[config.mk]
export PLATFORM = sky130hd
export DESIGN_NAME = fwp_top
export DESIGN_NICKNAME = d
export VERILOG_FILES = /design/src/include/fwp_pkg.sv /design/src/logic/fwp_top.sv
export SDC_FILE = /design/constraint.sdc
export NUM_CORES = 1
export LEC_CHECK = 0
export BUFFER_PORTS_ARGS = -buffer_cell sky130_fd_sc_hd__buf_2
export CELL_PAD_IN_SITES_DETAIL_PLACEMENT = 1
export CELL_PAD_IN_SITES_GLOBAL_PLACEMENT = 1
export CORE_MARGIN = 1.5
export CORE_UTILIZATION = 36
export DETAILED_ROUTE_END_ITERATION = 10
export HOLD_SLACK_MARGIN = 0.03
export PLACE_DENSITY_LB_ADDON = 0.1
export SLEW_MARGIN = 20
export SYNTH_ARGS = -nofsm -noshare
export SYNTH_HDL_FRONTEND = slang
export SYNTH_SLANG_ARGS = --single-unit
[constraint.sdc]
create_clock -name clk_i -period 2.7 [get_ports clk_i]
set_clock_uncertainty 0.1 [all_clocks]
set_input_delay 0.54 -clock clk_i [delete_from_list [all_inputs] [get_ports clk_i]]
set_output_delay 0.54 -clock clk_i [all_outputs]
set_load 0.005 [all_outputs]
[src/include/fwp_pkg.sv]
// Package for the flash write protection and programming control block
// Notes on behaviour
// - Type 05 sector CRC, 06 global CRC, 08 reset
// - Type 07 loads two bytes as baud timer
// - Address field ignored for types 05 to 08
// - One entry routine; function chosen by registers
// - Caller puts key 96H in RAM byte FFH
// - Key cleared after each processed call
// - Keyed call without key resets the device
// - Write enable gates serial and application writes only
// - Activate bit low forces write enable set
// - Activate bit high: software owns write enable
// - Command 08H then key 96H sets enable
// - Command 0BH then key clears enable; reset clears
// - Serial sets enable; application clears after writes
// - Protect bit refuses config writes in serial/application
// - Protect set by status byte, cleared by command
// - Disable bit blocks clear except in-circuit/parallel modes
// - Checksum checked; send X or dot; execute on match
package fwp_pkg;
  localparam logic [7:0] FWP_KEY = 8'h96;
  localparam logic [7:0] FWP_CMD_SET_WE = 8'h08;
  localparam logic [7:0] FWP_CMD_CLR_WE = 8'h0b;
  localparam logic [7:0] FWP_REC_SECT_CRC = 8'h05;
  localparam logic [7:0] FWP_REC_GLOB_CRC = 8'h06;
  localparam logic [7:0] FWP_REC_BAUD = 8'h07;
  localparam logic [7:0] FWP_REC_RESET = 8'h08;
  localparam logic [7:0] FWP_REC_MWRITE = 8'h02;
  localparam logic [7:0] FWP_SUB_CCP = 8'h10;
  localparam logic [7:0] FWP_SUB_STATUS = 8'h03;
  localparam logic [7:0] FWP_CH_BAD = 8'h58;
  localparam logic [7:0] FWP_CH_GOOD = 8'h2e;
  localparam int FWP_BIT_AWE = 7;
  localparam int FWP_BIT_CWP = 6;
  // Register byte addresses (word aligned)
  localparam logic [7:0] FWP_A_CMD = 8'h00;
  localparam logic [7:0] FWP_A_DATA = 8'h04;
  localparam logic [7:0] FWP_A_STAT = 8'h08;
  localparam logic [7:0] FWP_A_IRQ_ST = 8'h0c;
  localparam logic [7:0] FWP_A_IRQ_MSK = 8'h10;
  localparam logic [7:0] FWP_A_BAUD = 8'h14;
  localparam logic [7:0] FWP_A_IAP = 8'h18;
  localparam logic [7:0] FWP_A_BOOT = 8'h1c;
  localparam logic [7:0] FWP_RST_BOOT = 8'h00;
  localparam logic [15:0] FWP_RST_BAUD = 16'h0000;
  // Interrupt status bit positions
  localparam int FWP_EV_REC = 0;
  localparam int FWP_EV_BADSUM = 1;
  localparam int FWP_EV_NOKEY = 2;
  localparam int FWP_EV_REFUSED = 3;
  typedef enum logic [1:0] {FWP_M_ISP = 2'b00, FWP_M_IAP = 2'b01,
    FWP_M_ICP = 2'b11, FWP_M_PAR = 2'b10} fwp_mode_t;
  typedef enum logic [1:0] {FWP_S_IDLE = 2'b00, FWP_S_CMD = 2'b01} fwp_seq_t;
  typedef struct packed {
    logic valid;
    logic [7:0] rtype;
    logic [7:0] d0;
    logic [7:0] d1;
    logic [7:0] d2;
    logic sum_ok;
  } fwp_rec_t;
  typedef struct packed {
    logic [7:0] func;
    logic [7:0] arg;
    logic [7:0] data;
    logic [7:0] key_ram;
    logic call;
  } fwp_iap_t;
endpackage

[src/logic/fwp_top.sv]
// Flash write enable, configuration protection and programming command logic
//
// The Wishbone interface to the registers and the register offsets were left to the implementer.
`timescale 1ns/1ps
module fwp_top
  import fwp_pkg::*;
(
  input wire logic clk_i,
  input wire logic rst_i,
  input wire logic wb_cyc_i,
  input wire logic wb_stb_i,
  input wire logic wb_we_i,
  input wire logic [7:0] wb_adr_i,
  input wire logic [3:0] wb_sel_i,
  input wire logic [31:0] wb_dat_i,
  output logic [31:0] wb_dat_o,
  output logic wb_ack_o,
  input wire logic [1:0] mode_i,
  input wire fwp_rec_t rec_i,
  input wire logic [15:0] sect_crc_i,
  input wire logic [15:0] glob_crc_i,
  output logic tx_valid_o,
  output logic [7:0] tx_char_o,
  output logic mcu_reset_o,
  output logic crc_req_o,
  output logic crc_global_o,
  output logic [7:0] crc_sector_o,
  output logic [15:0] baud_o,
  output logic we_flag_o,
  output logic flash_write_ok_o,
  output logic cfg_write_ok_o,
  output logic key_clear_o,
  output logic irq_o
);
  typedef struct packed {
    logic [31:0] dat;
    logic ack;
    fwp_seq_t seq;
    logic [7:0] cmd;
    logic we;
    logic [7:0] boot;
    logic [15:0] baud;
    logic [7:0] iap_func;
    logic [7:0] iap_arg;
    logic [7:0] iap_data;
    logic [7:0] key;
    logic tx_v;
    logic [7:0] tx_c;
    logic rst_req;
    logic crc_req;
    logic crc_glob;
    logic [7:0] crc_sect;
    logic key_clr;
    logic [3:0] ist;
    logic [3:0] imsk;
    logic fw_ok;
    logic cw_ok;
    logic irq;
  } fwp_state_t;

  fwp_state_t st_ff;
  fwp_state_t nxt_st;

  function automatic logic prot_mode(input logic [1:0] m);
    return (m == FWP_M_ISP) || (m == FWP_M_IAP);
  endfunction

  logic wr;
  logic rd;
  logic write_enable_activate;
  logic config_write_protect;
  logic we_eff;
  logic prot;
  logic [3:0] ev;
  logic ccp_ok;

  always_comb begin
    wr = wb_cyc_i && wb_stb_i && wb_we_i && !st_ff.ack && wb_sel_i[0];
    rd = wb_cyc_i && wb_stb_i && !wb_we_i && !st_ff.ack;
    write_enable_activate = st_ff.boot[FWP_BIT_AWE];
    config_write_protect = st_ff.boot[FWP_BIT_CWP];
    prot = prot_mode(mode_i);
    we_eff = !write_enable_activate || st_ff.we;
    ccp_ok = !prot || !write_enable_activate;
  end

  always_comb begin
    nxt_st = st_ff;
    ev = 4'h0;
    nxt_st.ack = wb_cyc_i && wb_stb_i && !st_ff.ack;
    nxt_st.tx_v = 1'b0;
    nxt_st.rst_req = 1'b0;
    nxt_st.crc_req = 1'b0;
    nxt_st.key_clr = 1'b0;
    // Command then key sequence on the flash registers
    if (wr && wb_adr_i == FWP_A_CMD) begin
      nxt_st.cmd = wb_dat_i[7:0];
      nxt_st.seq = FWP_S_CMD;
    end else if (wr && wb_adr_i == FWP_A_DATA) begin
      nxt_st.seq = FWP_S_IDLE;
      if (st_ff.seq == FWP_S_CMD && wb_dat_i[7:0] == FWP_KEY) begin
        if (st_ff.cmd == FWP_CMD_SET_WE) begin
          nxt_st.we = 1'b1;
        end else if (st_ff.cmd == FWP_CMD_CLR_WE) begin
          nxt_st.we = 1'b0;
        end
      end
    end
    if (wr && wb_adr_i == FWP_A_BOOT) begin
      if (!prot || (we_eff && !config_write_protect)) begin
        nxt_st.boot = wb_dat_i[7:0];
      end else begin
        ev[FWP_EV_REFUSED] = 1'b1;
      end
    end
    if (wr && wb_adr_i == FWP_A_BAUD) begin
      nxt_st.baud = wb_dat_i[15:0];
    end
    // Entry routine: function, argument, data and key RAM byte
    if (wr && wb_adr_i == FWP_A_IAP) begin
      nxt_st.iap_func = wb_dat_i[7:0];
      nxt_st.iap_arg = wb_dat_i[15:8];
      nxt_st.iap_data = wb_dat_i[23:16];
      nxt_st.key = wb_dat_i[31:24];
      if (wb_dat_i[7:0] == FWP_REC_MWRITE || wb_dat_i[7:0] == 8'h00
          || wb_dat_i[7:0] == 8'h04) begin
        if (wb_dat_i[31:24] != FWP_KEY) begin
          nxt_st.rst_req = 1'b1;
          ev[FWP_EV_NOKEY] = 1'b1;
        end else if (wb_dat_i[7:0] == FWP_REC_MWRITE) begin
          if (wb_dat_i[15:8] == FWP_SUB_CCP) begin
            if (ccp_ok) begin
              nxt_st.boot[FWP_BIT_CWP] = 1'b0;
              if (!prot) begin
                nxt_st.boot[FWP_BIT_AWE] = 1'b0;
              end
            end else begin
              ev[FWP_EV_REFUSED] = 1'b1;
            end
          end else if (wb_dat_i[15:8] == FWP_SUB_STATUS) begin
            if (we_eff && !config_write_protect) begin
              nxt_st.boot = wb_dat_i[23:16];
            end else begin
              ev[FWP_EV_REFUSED] = 1'b1;
            end
          end
          if (write_enable_activate) begin
            nxt_st.we = 1'b0;
          end
        end else if (write_enable_activate) begin
          nxt_st.we = 1'b0;
        end
      end
      nxt_st.key_clr = 1'b1;
      nxt_st.key = 8'h00;
    end
    // Serial record execution
    if (rec_i.valid) begin
      nxt_st.tx_v = 1'b1;
      ev[FWP_EV_REC] = 1'b1;
      if (!rec_i.sum_ok) begin
        nxt_st.tx_c = FWP_CH_BAD;
        ev[FWP_EV_BADSUM] = 1'b1;
      end else begin
        nxt_st.tx_c = FWP_CH_GOOD;
        if (write_enable_activate) begin
          nxt_st.we = 1'b1;
        end
        // Address field is not an input here at all
        unique case (rec_i.rtype)
          FWP_REC_SECT_CRC: begin
            nxt_st.crc_req = 1'b1;
            nxt_st.crc_glob = 1'b0;
            nxt_st.crc_sect = rec_i.d0;
          end
          FWP_REC_GLOB_CRC: begin
            nxt_st.crc_req = 1'b1;
            nxt_st.crc_glob = 1'b1;
          end
          FWP_REC_BAUD: begin
            nxt_st.baud = {rec_i.d0, rec_i.d1};
          end
          FWP_REC_RESET: begin
            nxt_st.rst_req = 1'b1;
          end
          FWP_REC_MWRITE: begin
            if (rec_i.d0 == FWP_SUB_CCP) begin
              if (ccp_ok) begin
                nxt_st.boot[FWP_BIT_CWP] = 1'b0;
              end else begin
                ev[FWP_EV_REFUSED] = 1'b1;
              end
            end else if (rec_i.d0 == FWP_SUB_STATUS) begin
              if (we_eff && !config_write_protect) begin
                nxt_st.boot = rec_i.d1;
              end else begin
                ev[FWP_EV_REFUSED] = 1'b1;
              end
            end
          end
          default: begin
          end
        endcase
      end
    end
    // Read data
    nxt_st.dat = 32'h0000_0000;
    if (rd) begin
      unique case (wb_adr_i)
        FWP_A_CMD: nxt_st.dat = {24'h00_0000, st_ff.cmd};
        FWP_A_STAT: nxt_st.dat = {28'h000_0000, prot, config_write_protect, write_enable_activate, we_eff};
        FWP_A_IRQ_ST: nxt_st.dat = {28'h000_0000, st_ff.ist};
        FWP_A_IRQ_MSK: nxt_st.dat = {28'h000_0000, st_ff.imsk};
        FWP_A_BAUD: nxt_st.dat = {16'h0000, st_ff.baud};
        FWP_A_IAP: nxt_st.dat = {st_ff.key, st_ff.iap_data, st_ff.iap_arg,
          st_ff.iap_func};
        FWP_A_BOOT: nxt_st.dat = {24'h00_0000, st_ff.boot};
        default: nxt_st.dat = 32'h0000_0000;
      endcase
    end
    // Interrupt status: set wins over write-one-to-clear
    if (wr && wb_adr_i == FWP_A_IRQ_ST) begin
      nxt_st.ist = st_ff.ist & ~wb_dat_i[3:0];
    end
    if (wr && wb_adr_i == FWP_A_IRQ_MSK) begin
      nxt_st.imsk = wb_dat_i[3:0];
    end
    nxt_st.ist = nxt_st.ist | ev;
    nxt_st.irq = |(nxt_st.ist & nxt_st.imsk);
    nxt_st.fw_ok = !prot_mode(mode_i) || !nxt_st.boot[FWP_BIT_AWE] || nxt_st.we;
    nxt_st.cw_ok = !prot_mode(mode_i)
      || ((!nxt_st.boot[FWP_BIT_AWE] || nxt_st.we) && !nxt_st.boot[FWP_BIT_CWP]);
  end

  always_ff @(posedge clk_i) begin
    if (rst_i) begin
      st_ff <= '0;
      st_ff.boot <= FWP_RST_BOOT;
      st_ff.baud <= FWP_RST_BAUD;
      st_ff.we <= 1'b0;
    end else begin
      st_ff <= nxt_st;
    end
  end

  always_comb begin
    wb_dat_o = st_ff.dat;
    wb_ack_o = st_ff.ack;
    tx_valid_o = st_ff.tx_v;
    tx_char_o = st_ff.tx_c;
    mcu_reset_o = st_ff.rst_req;
    crc_req_o = st_ff.crc_req;
    crc_global_o = st_ff.crc_glob;
    crc_sector_o = st_ff.crc_sect;
    baud_o = st_ff.baud;
    we_flag_o = st_ff.we;
    flash_write_ok_o = st_ff.fw_ok;
    cfg_write_ok_o = st_ff.cw_ok;
    key_clear_o = st_ff.key_clr;
    irq_o = st_ff.irq;
  end
endmodule

==> results list, run 1 <==
* Status: finished clean
- Number of enable-type register cells in the synthesized netlist: 0
- Post-DP HPWL: 13000 microns
- Max Transition Viols Final: 0
* Post-synth cell types: 58
- The initial utilization of the core area, before any placement, comes to 36.6%.
- Total power divided by cell area: roughly 500 nW/um^2
- Across the VDD grid, the largest voltage drop is ~0.28 mV.
* IO Count: ~190
- Across every metal layer, demand over resource in global routing totals between 20% and 30%.
- Worst min-delay path category: in2reg
- By instance count, the cell type seen most on the critical path is sky130_fd_sc_hd__a211oi_1.
* Crit path from: wb_adr_i[7]
- Net count reported at finish: about 840
- Among cell families on the critical path, the largest total delay comes from compound AO/OA/AOI/OAI gates.
* Top achievable clock speed: ~0.39 GHz
- The core region is around 14000 sq um.
- The worst hold path passes through 3 cells.
* Die outline area: 15400 sq um
- Endpoint of the worst hold path: st_ff[82]
* Cell leakage power: about 2.8 nW
* Placed cell count: 893
* Syn. warnings: 0
* Number of nets still failing antenna checks after routing: 0
* Clock tree from TritonCTS: done
- Counting the buffers created by CTS gives 9.
* CP Max Fanout: 3
- The number of buffers and inverters on the critical path is 2.
* Via count: roughly 4800
- The critical path in this run is classified as in2reg.
- Root Driver: sky130_fd_sc_hd__clkbuf_16
- Critical Path Sink Type: flop
- Transition time at the pin with the least slew margin: between 900 and 1000 ps
- Share of synthesized registers carrying an async set or reset: 0%
* Capture instance of the worst register-to-register path: cfg_write_ok_o
- Die height: ~120 microns
- For this run, the slowest stage of the critical path takes 530 ps.
* Signal arrival time at the worst endpoint: ~2700 ps
- The number of antenna violations at the first check in global routing is 0.
- Chain of cells forming the critical path: buf_2, or4_4, or3_4, o41a_1, a211oi_1, buf_4, o2bb2ai_1, a211oi_1
* Share of post-route cells with drive strength above 1: slightly above 30%
- Width of the die: 124 microns
* CP Data Required Time: between 2000 and 3000 ps
* CTS sink cnt: 110
* Max-cap violation count: 0
- After clock tree synthesis, the clock-pin slew on the worst setup and hold paths is roughly 80 ps.
- CTS built an H-tree with a depth of 3.
* Flops & latches, synth: 110
- Mean cell area of the mapped netlist: 8.66 sq um
- Netlist Area Pre-Place: around 5300 sq um
* Routed wire length: 17300 microns
- Final core utilization: 43.7%
- In the synthesized netlist the dominant register cell turns out to be sky130_fd_sc_hd__dfxtp_1.
* RSZ-0062 raised after global routing: false
* Worst hold path startpoint: rec_i[11]
* Overflow after GRT: 0
* Worst setup slack before clock tree synthesis: -255 ps
- Dividing the detail-routed wire length by the instance count gives 19.1 microns.
* DR iter-0 viols: 337
- DRC Markers: 0
- The clock passes through at most 2 buffers.
* Number of search-and-repair iterations in the first detailed-routing pass: 7
- Global-route wire length before repair: between 20000 and 30000 microns
- On the critical path, the stage with the largest delay is an instance of sky130_fd_sc_hd__or4_4.
- Via count of the first global-routing pass: 4749
* Startpoint of the worst register-to-register path: we_flag_o
* Largest net degree at the start of global routing: 87
* Area post-placement: ~6000 sq um
- Num rows: 44
- Final worst setup slack: ~150 ps
- Post-route minimum period: 2550 ps
- Relative to the synthesized area, the layout overhead comes to 19.3%.
- In the routed layout, each cell is associated on average with a via count of ~5.3.
- Measured in cells, the most critical reg-to-reg path has a length of 6.
- Leaving out filler cells and counting taps, the final layout contains a little over 900.
- 0 antenna diodes ended up in the layout.
* Post-synthesis instance total: between 600 and 700
- During placement, the flow inserted port buffers numbering about 140.
* Type of origin of the critical path: primary input
* Final Wtd Congestion: around 0.9
* Sequential element share of the synthesized area: between 40% and 50%
- The clock reaches the later pin of the worst-skew pair after ~360 ps.
- Final worst path period share: 94.3%
- Register-to-register setup slack: 210 ps
* Total Neg Setup Slack: 0 ps
- Final hold violation count: 0
- Design Area, Final: approximately 6300 sq um
- Setup violations remaining at the end of the flow were counted as 0.
- Headroom to the max-slew limit came out at 35.2%.
[cell usage in the layout, fill, tap and decap left out, types with 6 or more instances in the layout]
master,instances
sky130_fd_sc_hd__nand2_1,76
sky130_fd_sc_hd__a211oi_1,19
sky130_fd_sc_hd__a222oi_1,6
sky130_fd_sc_hd__a21oi_1,40
sky130_fd_sc_hd__mux2i_1,38
sky130_fd_sc_hd__and3_1,11
sky130_fd_sc_hd__nand3b_1,9
sky130_fd_sc_hd__buf_4,52
sky130_fd_sc_hd__a22oi_1,12
sky130_fd_sc_hd__buf_2,136
sky130_fd_sc_hd__nor3_1,13
sky130_fd_sc_hd__nand3_1,8
sky130_fd_sc_hd__dfxtp_1,110
sky130_fd_sc_hd__mux2_2,6
sky130_fd_sc_hd__nor2_1,75
sky130_fd_sc_hd__conb_1,10
sky130_fd_sc_hd__o21ai_0,8
sky130_fd_sc_hd__clkbuf_16,9
sky130_fd_sc_hd__o211ai_1,7
[area by class of cell]
| cell class | instances | area, sq um |
|---|---|---|
| clock buffers | 10 | 239 |
| clock inverters | 6 | 53.8 |
| fillers | 1784 | 8130 |
| inverters | 3 | 11.3 |
| multi-input cells | 408 | 2490 |
| flip-flops and latches | 110 | 2200 |
| well taps | 184 | 230 |
| repair buffers | 188 | 1070 |
[sequential cells by signal, indices dropped and copies added, names as in the netlist]
signal,count
wb_dat_o,24
wb_ack_o,1
we_flag_o,1
baud_o,16
cfg_write_ok_o,1
mcu_reset_o,1
tx_valid_o,1
config_write_protect,1
st_ff,48
key_clear_o,1
crc_global_o,1
flash_write_ok_o,1
tx_char_o,3
crc_sector_o,8
crc_req_o,1
irq_o,1
[cell usage after synthesis (4+ instances only)]
library cell               instances  area, sq um
sky130_fd_sc_hd__dfxtp_1         110         2200
sky130_fd_sc_hd__nand2_1          76          285
sky130_fd_sc_hd__nor2_1           75          282
sky130_fd_sc_hd__buf_4            65          488
sky130_fd_sc_hd__a21oi_1          40          200
sky130_fd_sc_hd__mux2i_1          38          380
sky130_fd_sc_hd__clkbuf_1         30          113
sky130_fd_sc_hd__a211oi_1         19          143
sky130_fd_sc_hd__nor3_1           14         70.1
sky130_fd_sc_hd__a22oi_1          12         90.1
sky130_fd_sc_hd__and3_1           11         68.8
sky130_fd_sc_hd__nand3b_1          9         67.6
sky130_fd_sc_hd__nand3_1           8         40.0
sky130_fd_sc_hd__o21ai_0           8         40.0
sky130_fd_sc_hd__o211ai_1          7         52.6
sky130_fd_sc_hd__a222oi_1          6         60.1
sky130_fd_sc_hd__mux2_2            6         67.6
sky130_fd_sc_hd__nand4_1           5         31.3
sky130_fd_sc_hd__nor2b_1           5         31.3
sky130_fd_sc_hd__nor4_1            5         31.3
sky130_fd_sc_hd__mux4_2            4         90.1
sky130_fd_sc_hd__nand2b_1          4         25.0
[tightest hold or removal path, delay by kind of cell]
family,cells,cell delay [ps]
simple gates,1,50
buf+inv,1,100
compound gates,1,50
[per-stage QoR]
| stage | power, W | hold slack [ps] |
|---|---|---|
| after floorplan | 0.00176 | 332 |
| after global placement | 0.00188 | 338 |
| after detailed placement | 0.00189 | 346 |
| after CTS | 0.00322 | 311 |
| after global routing | 0.00330 | 337 |
| final | 0.00318 | 318 |
[worst max-delay path by stage]
stage                                end  cells past startpoint
after floorplan           cfg_write_ok_o                      6
after global placement    cfg_write_ok_o                      9
after detailed placement  cfg_write_ok_o                      8
after CTS                 cfg_write_ok_o                      7
after global routing      cfg_write_ok_o                      8
final                     cfg_write_ok_o                      8
[report_power, final]
group	switching (W)	total [W]	internal, W
Clock	0.000661	0.00133	0.000669
Sequential	0.00000483	0.00163	0.00163
Combinational	0.000130	0.000218	0.0000882
Total	0.000796	0.00318	0.00239
[metal layers]
metal  up-vias  global-route usage, %  routed length (microns)
met5         -                      0                        0
met4         0                   8.38                      318
met3        16                   4.03                      910
met2       146                   36.8                     8010
met1      2338                   31.7                     8090
li1       2306                      -                        -
[repair_timing]
action | in CTS | in global routing
setup buffers | 0 | 0
gates resized for setup | 0 | 1
hold buffers | 0 | 0
endpoints found under the setup margin | 0 | 1
[logic make-up after synthesis]
| logic type | count (synthesis) | share of synthesized area (%) |
|---|---|---|
| AOI/OAI and AO/OA | 113 | 14.6 |
| xor gates and xnor gates | 1 | 0.166 |
| buffers and inverters | 101 | 11.9 |
| DFF | 110 | 41.7 |
| muxes | 48 | 10.2 |
| other | 1 | 0.0710 |
| and+or+nand+nor | 236 | 21.4 |
(Power assumes the default switching activity.)
==> run 2, diff against run 1 <==
--- a/config.mk
+++ b/config.mk
@@ -5,14 +5,14 @@
 export SDC_FILE = /design/constraint.sdc
 export NUM_CORES = 1
 export LEC_CHECK = 0
-export BUFFER_PORTS_ARGS = -buffer_cell sky130_fd_sc_hd__buf_2
+export BUFFER_PORTS_ARGS = -buffer_cell sky130_fd_sc_hd__buf_4
 export CELL_PAD_IN_SITES_DETAIL_PLACEMENT = 1
 export CELL_PAD_IN_SITES_GLOBAL_PLACEMENT = 1
 export CORE_MARGIN = 1.5
 export CORE_UTILIZATION = 36
 export DETAILED_ROUTE_END_ITERATION = 10
 export HOLD_SLACK_MARGIN = 0.03
-export PLACE_DENSITY_LB_ADDON = 0.1
+export PLACE_DENSITY = 0.81
 export SLEW_MARGIN = 20
 export SYNTH_ARGS = -nofsm -noshare
 export SYNTH_HDL_FRONTEND = slang
==> run 2 against run 1 <==
Against the previous run:
- critical path depth unchanged
- cell area increased by 3.7%
- flip-flop and latch count unchanged
- die area unchanged
- global-route usage decreased by 0.96 points
- maximum frequency increased by 2.2%
- largest cell class unchanged
==> results list, run 2 (synthesized netlist as in run 1, its figures left out) <==
- Entering global routing, the biggest net connects 34 pins.
- Global-route wire length before repair: roughly 26000 microns
* Final worst setup slack: between 200 and 250 ps
- The clock passes through at most 2 buffers.
- Input and output buffers added on the ports amount to about 140.
- Summed over all cells, the static leakage comes to between 2 and 3 nW.
- Total of fill cells in the finished design: between 1500 and 2000
- Critical Path Sink Type: flop
- Post-DP HPWL: approximately 13000 microns
* Max Transition Viols Final: 0
* Count of final setup violators: 0
- The critical path is of the in2reg type.
- For this run, the top clock speed supported by timing is roughly 0.4 GHz.
- CP Data Required Time: 2820 ps
- Via count of the first global-routing pass: 4830
* Worst slew margin relative to its limit: roughly 66%
* Final worst path period share: 92.3%
- In this run the critical register-to-register path is captured at cfg_write_ok_o.
- Gates resized during post-CTS repair numbered 0.
- Num rows: 44
- CTS sink cnt: 110
* Antenna diodes: 0
* Worst setup slack before clock tree synthesis: -134 ps
- Once placement completed, the tool counted placed cells totaling 880.
* Routed wire length: 16900 microns
- For this design the ratio of total power to cell area is 486 nW/um^2.
* Worst hold path startpoint: rec_i[14]
- From left edge to right edge, the die measures roughly 120 microns.
- In the final timing run, aggregate negative setup slack is 0 ps.
* RSZ-0062 raised after global routing: false
- The count of nets left with antenna violations once routing finished came out at 0.
* Worst IR Drop VDD: around 0.32 mV
- Endpoint of the worst hold path: st_ff[85]
* Sequential share of power: 51.5%
- Final Wtd Congestion: ~0.87
- Area of all sequential standard cells: 2200 sq um
- In this run the worst path has a maximum fanout of 3.
- Max-cap violation count: 0
- In the final layout, the share of cells above drive strength 1 is roughly 29%.
- Routed length per instance: 18.9 microns
- Setup fix buffers added after clock tree synthesis: 0
- The floorplan step defined a core boundary enclosing 14400 sq um.
- Post-route minimum period: between 2000 and 2500 ps
* Portion of total power attributed to the clock network: 40.9%
- Number of search-and-repair iterations in the first detailed-routing pass: 6
* Number of buffers inserted during clock tree synthesis: 9
- Top library cells by usage in the layout, fill and taps aside: 175 x sky130_fd_sc_hd__buf_4, 110 x sky130_fd_sc_hd__dfxtp_1, 76 x sky130_fd_sc_hd__nand2_1
- Leaving out filler cells and counting taps, the final layout contains 896.
- For this design the total switching power over the nets is between 0.0007 and 0.0008 W.
- For this design the top-level I/O count stands at about 190.
- Number of antenna violations at the first check in global routing: 0
- Clock tree synthesis selected as its root buffer the cell sky130_fd_sc_hd__clkbuf_16.
- Relative area change from synthesis to final layout: 23.7%
* Transition time at the pin with the least slew margin: about 500 ps
- Using the TritonRoute via totals, the vias-per-cell ratio works out to around 5.4.
- Worst min-delay path category: in2reg
- DR iter-0 viols: 329
- Signal arrival time at the worst endpoint: 2610 ps
- Register-to-register setup slack: around 260 ps
* Number of flip-flops under the largest register name: 48
- Number of hold buffers added after cts: 0
- The library cell used most frequently in the layout, excluding fill and tap cells, is sky130_fd_sc_hd__buf_4.
* Final hold violation count: 0
* Type of origin of the critical path: primary input
- Switching part of the total power: 24.2%
- After layout, the design draws a total of about 0.0032 W.
* Initial Util: about 37%
- DRC Markers: 0
- TritonCTS built the clock tree.
* All-layer global routing usage: between 20% and 30%
* Status: finished clean
* Die outline area: 15400 sq um
- Multi-input logic area: 2490 sq um
- In this run the critical register-to-register path is launched from we_flag_o.
* Overflow after GRT: 0
- Clock-pin slew was measured on the worst setup and hold paths at 80 ps.
- The H-tree was split into 3 levels.
- Clock latency on the worst-skew pair, taken at its later pin, is 360 ps.
- Cell depth of the worst flop-to-flop path: 7
- Internal power: between 0.002 and 0.0025 W
- Along the worst hold path, the cell count comes to 3.
- Largest register by flop count: st_ff
* Combinational power share: about 7.7%
* Via count: ~4800
- The final layout contains slightly above 800 nets.
* Die height: between 100 and 150 microns
## run 2: metrics by stage
step / hold slack (ps) / instance area, sq um / util [%]
finish: 338 / 6530 / 45.3
global route: 345 / 6530 / 45.3
CTS: 333 / 6530 / 45.3
detailed placement: 344 / 6250 / 43.3
global placement: 341 / 6250 / 43.3
floorplan: 332 / 5310 / -
## run 2: final cells by class
type	instances	share of cell area [%]
multi-input cells	408	38.1
flip-flops and latches	110	33.7
clock inverters	5	0.613
inverters	3	0.172
well taps	184	3.53
clock buffers	11	3.72
repair buffers	175	20.1
## run 2: worst max-delay path, cell delays in order
cell,delay [ps]
sky130_fd_sc_hd__buf_4,110
sky130_fd_sc_hd__or4_4,530
sky130_fd_sc_hd__or3_4,350
sky130_fd_sc_hd__o41a_1,410
sky130_fd_sc_hd__a211oi_1,250
sky130_fd_sc_hd__buf_4,160
sky130_fd_sc_hd__o2bb2ai_1,150
sky130_fd_sc_hd__a211oi_1,110
## run 2: worst max path at each step
stage	startpoint	to	cells after the start
finish	wb_adr_i[7]	cfg_write_ok_o	8
global route	wb_ack_o	cfg_write_ok_o	7
CTS	we_flag_o	cfg_write_ok_o	7
detailed placement	wb_adr_i[7]	cfg_write_ok_o	9
global placement	wb_adr_i[7]	cfg_write_ok_o	8
floorplan	wb_adr_i[7]	cfg_write_ok_o	6
## run 2: power groups by stage
stage / clock network (W) / registers (W) / logic [W]
after global placement: 0 / 0.00167 / 0.000236
after floorplan: 0 / 0.00167 / 0.0000927
after CTS: 0.00133 / 0.00163 / 0.000243
after detailed placement: 0 / 0.00167 / 0.000242
after global routing: 0.00139 / 0.00164 / 0.000261
final: 0.00130 / 0.00163 / 0.000243
## run 2: layer usage
layer / GRT usage [%] / part of all wire (%)
met5: 0 / 0
met4: 10.0 / 3.2
met3: 3.43 / 5.3
met2: 37.5 / 49
met1: 28.1 / 43
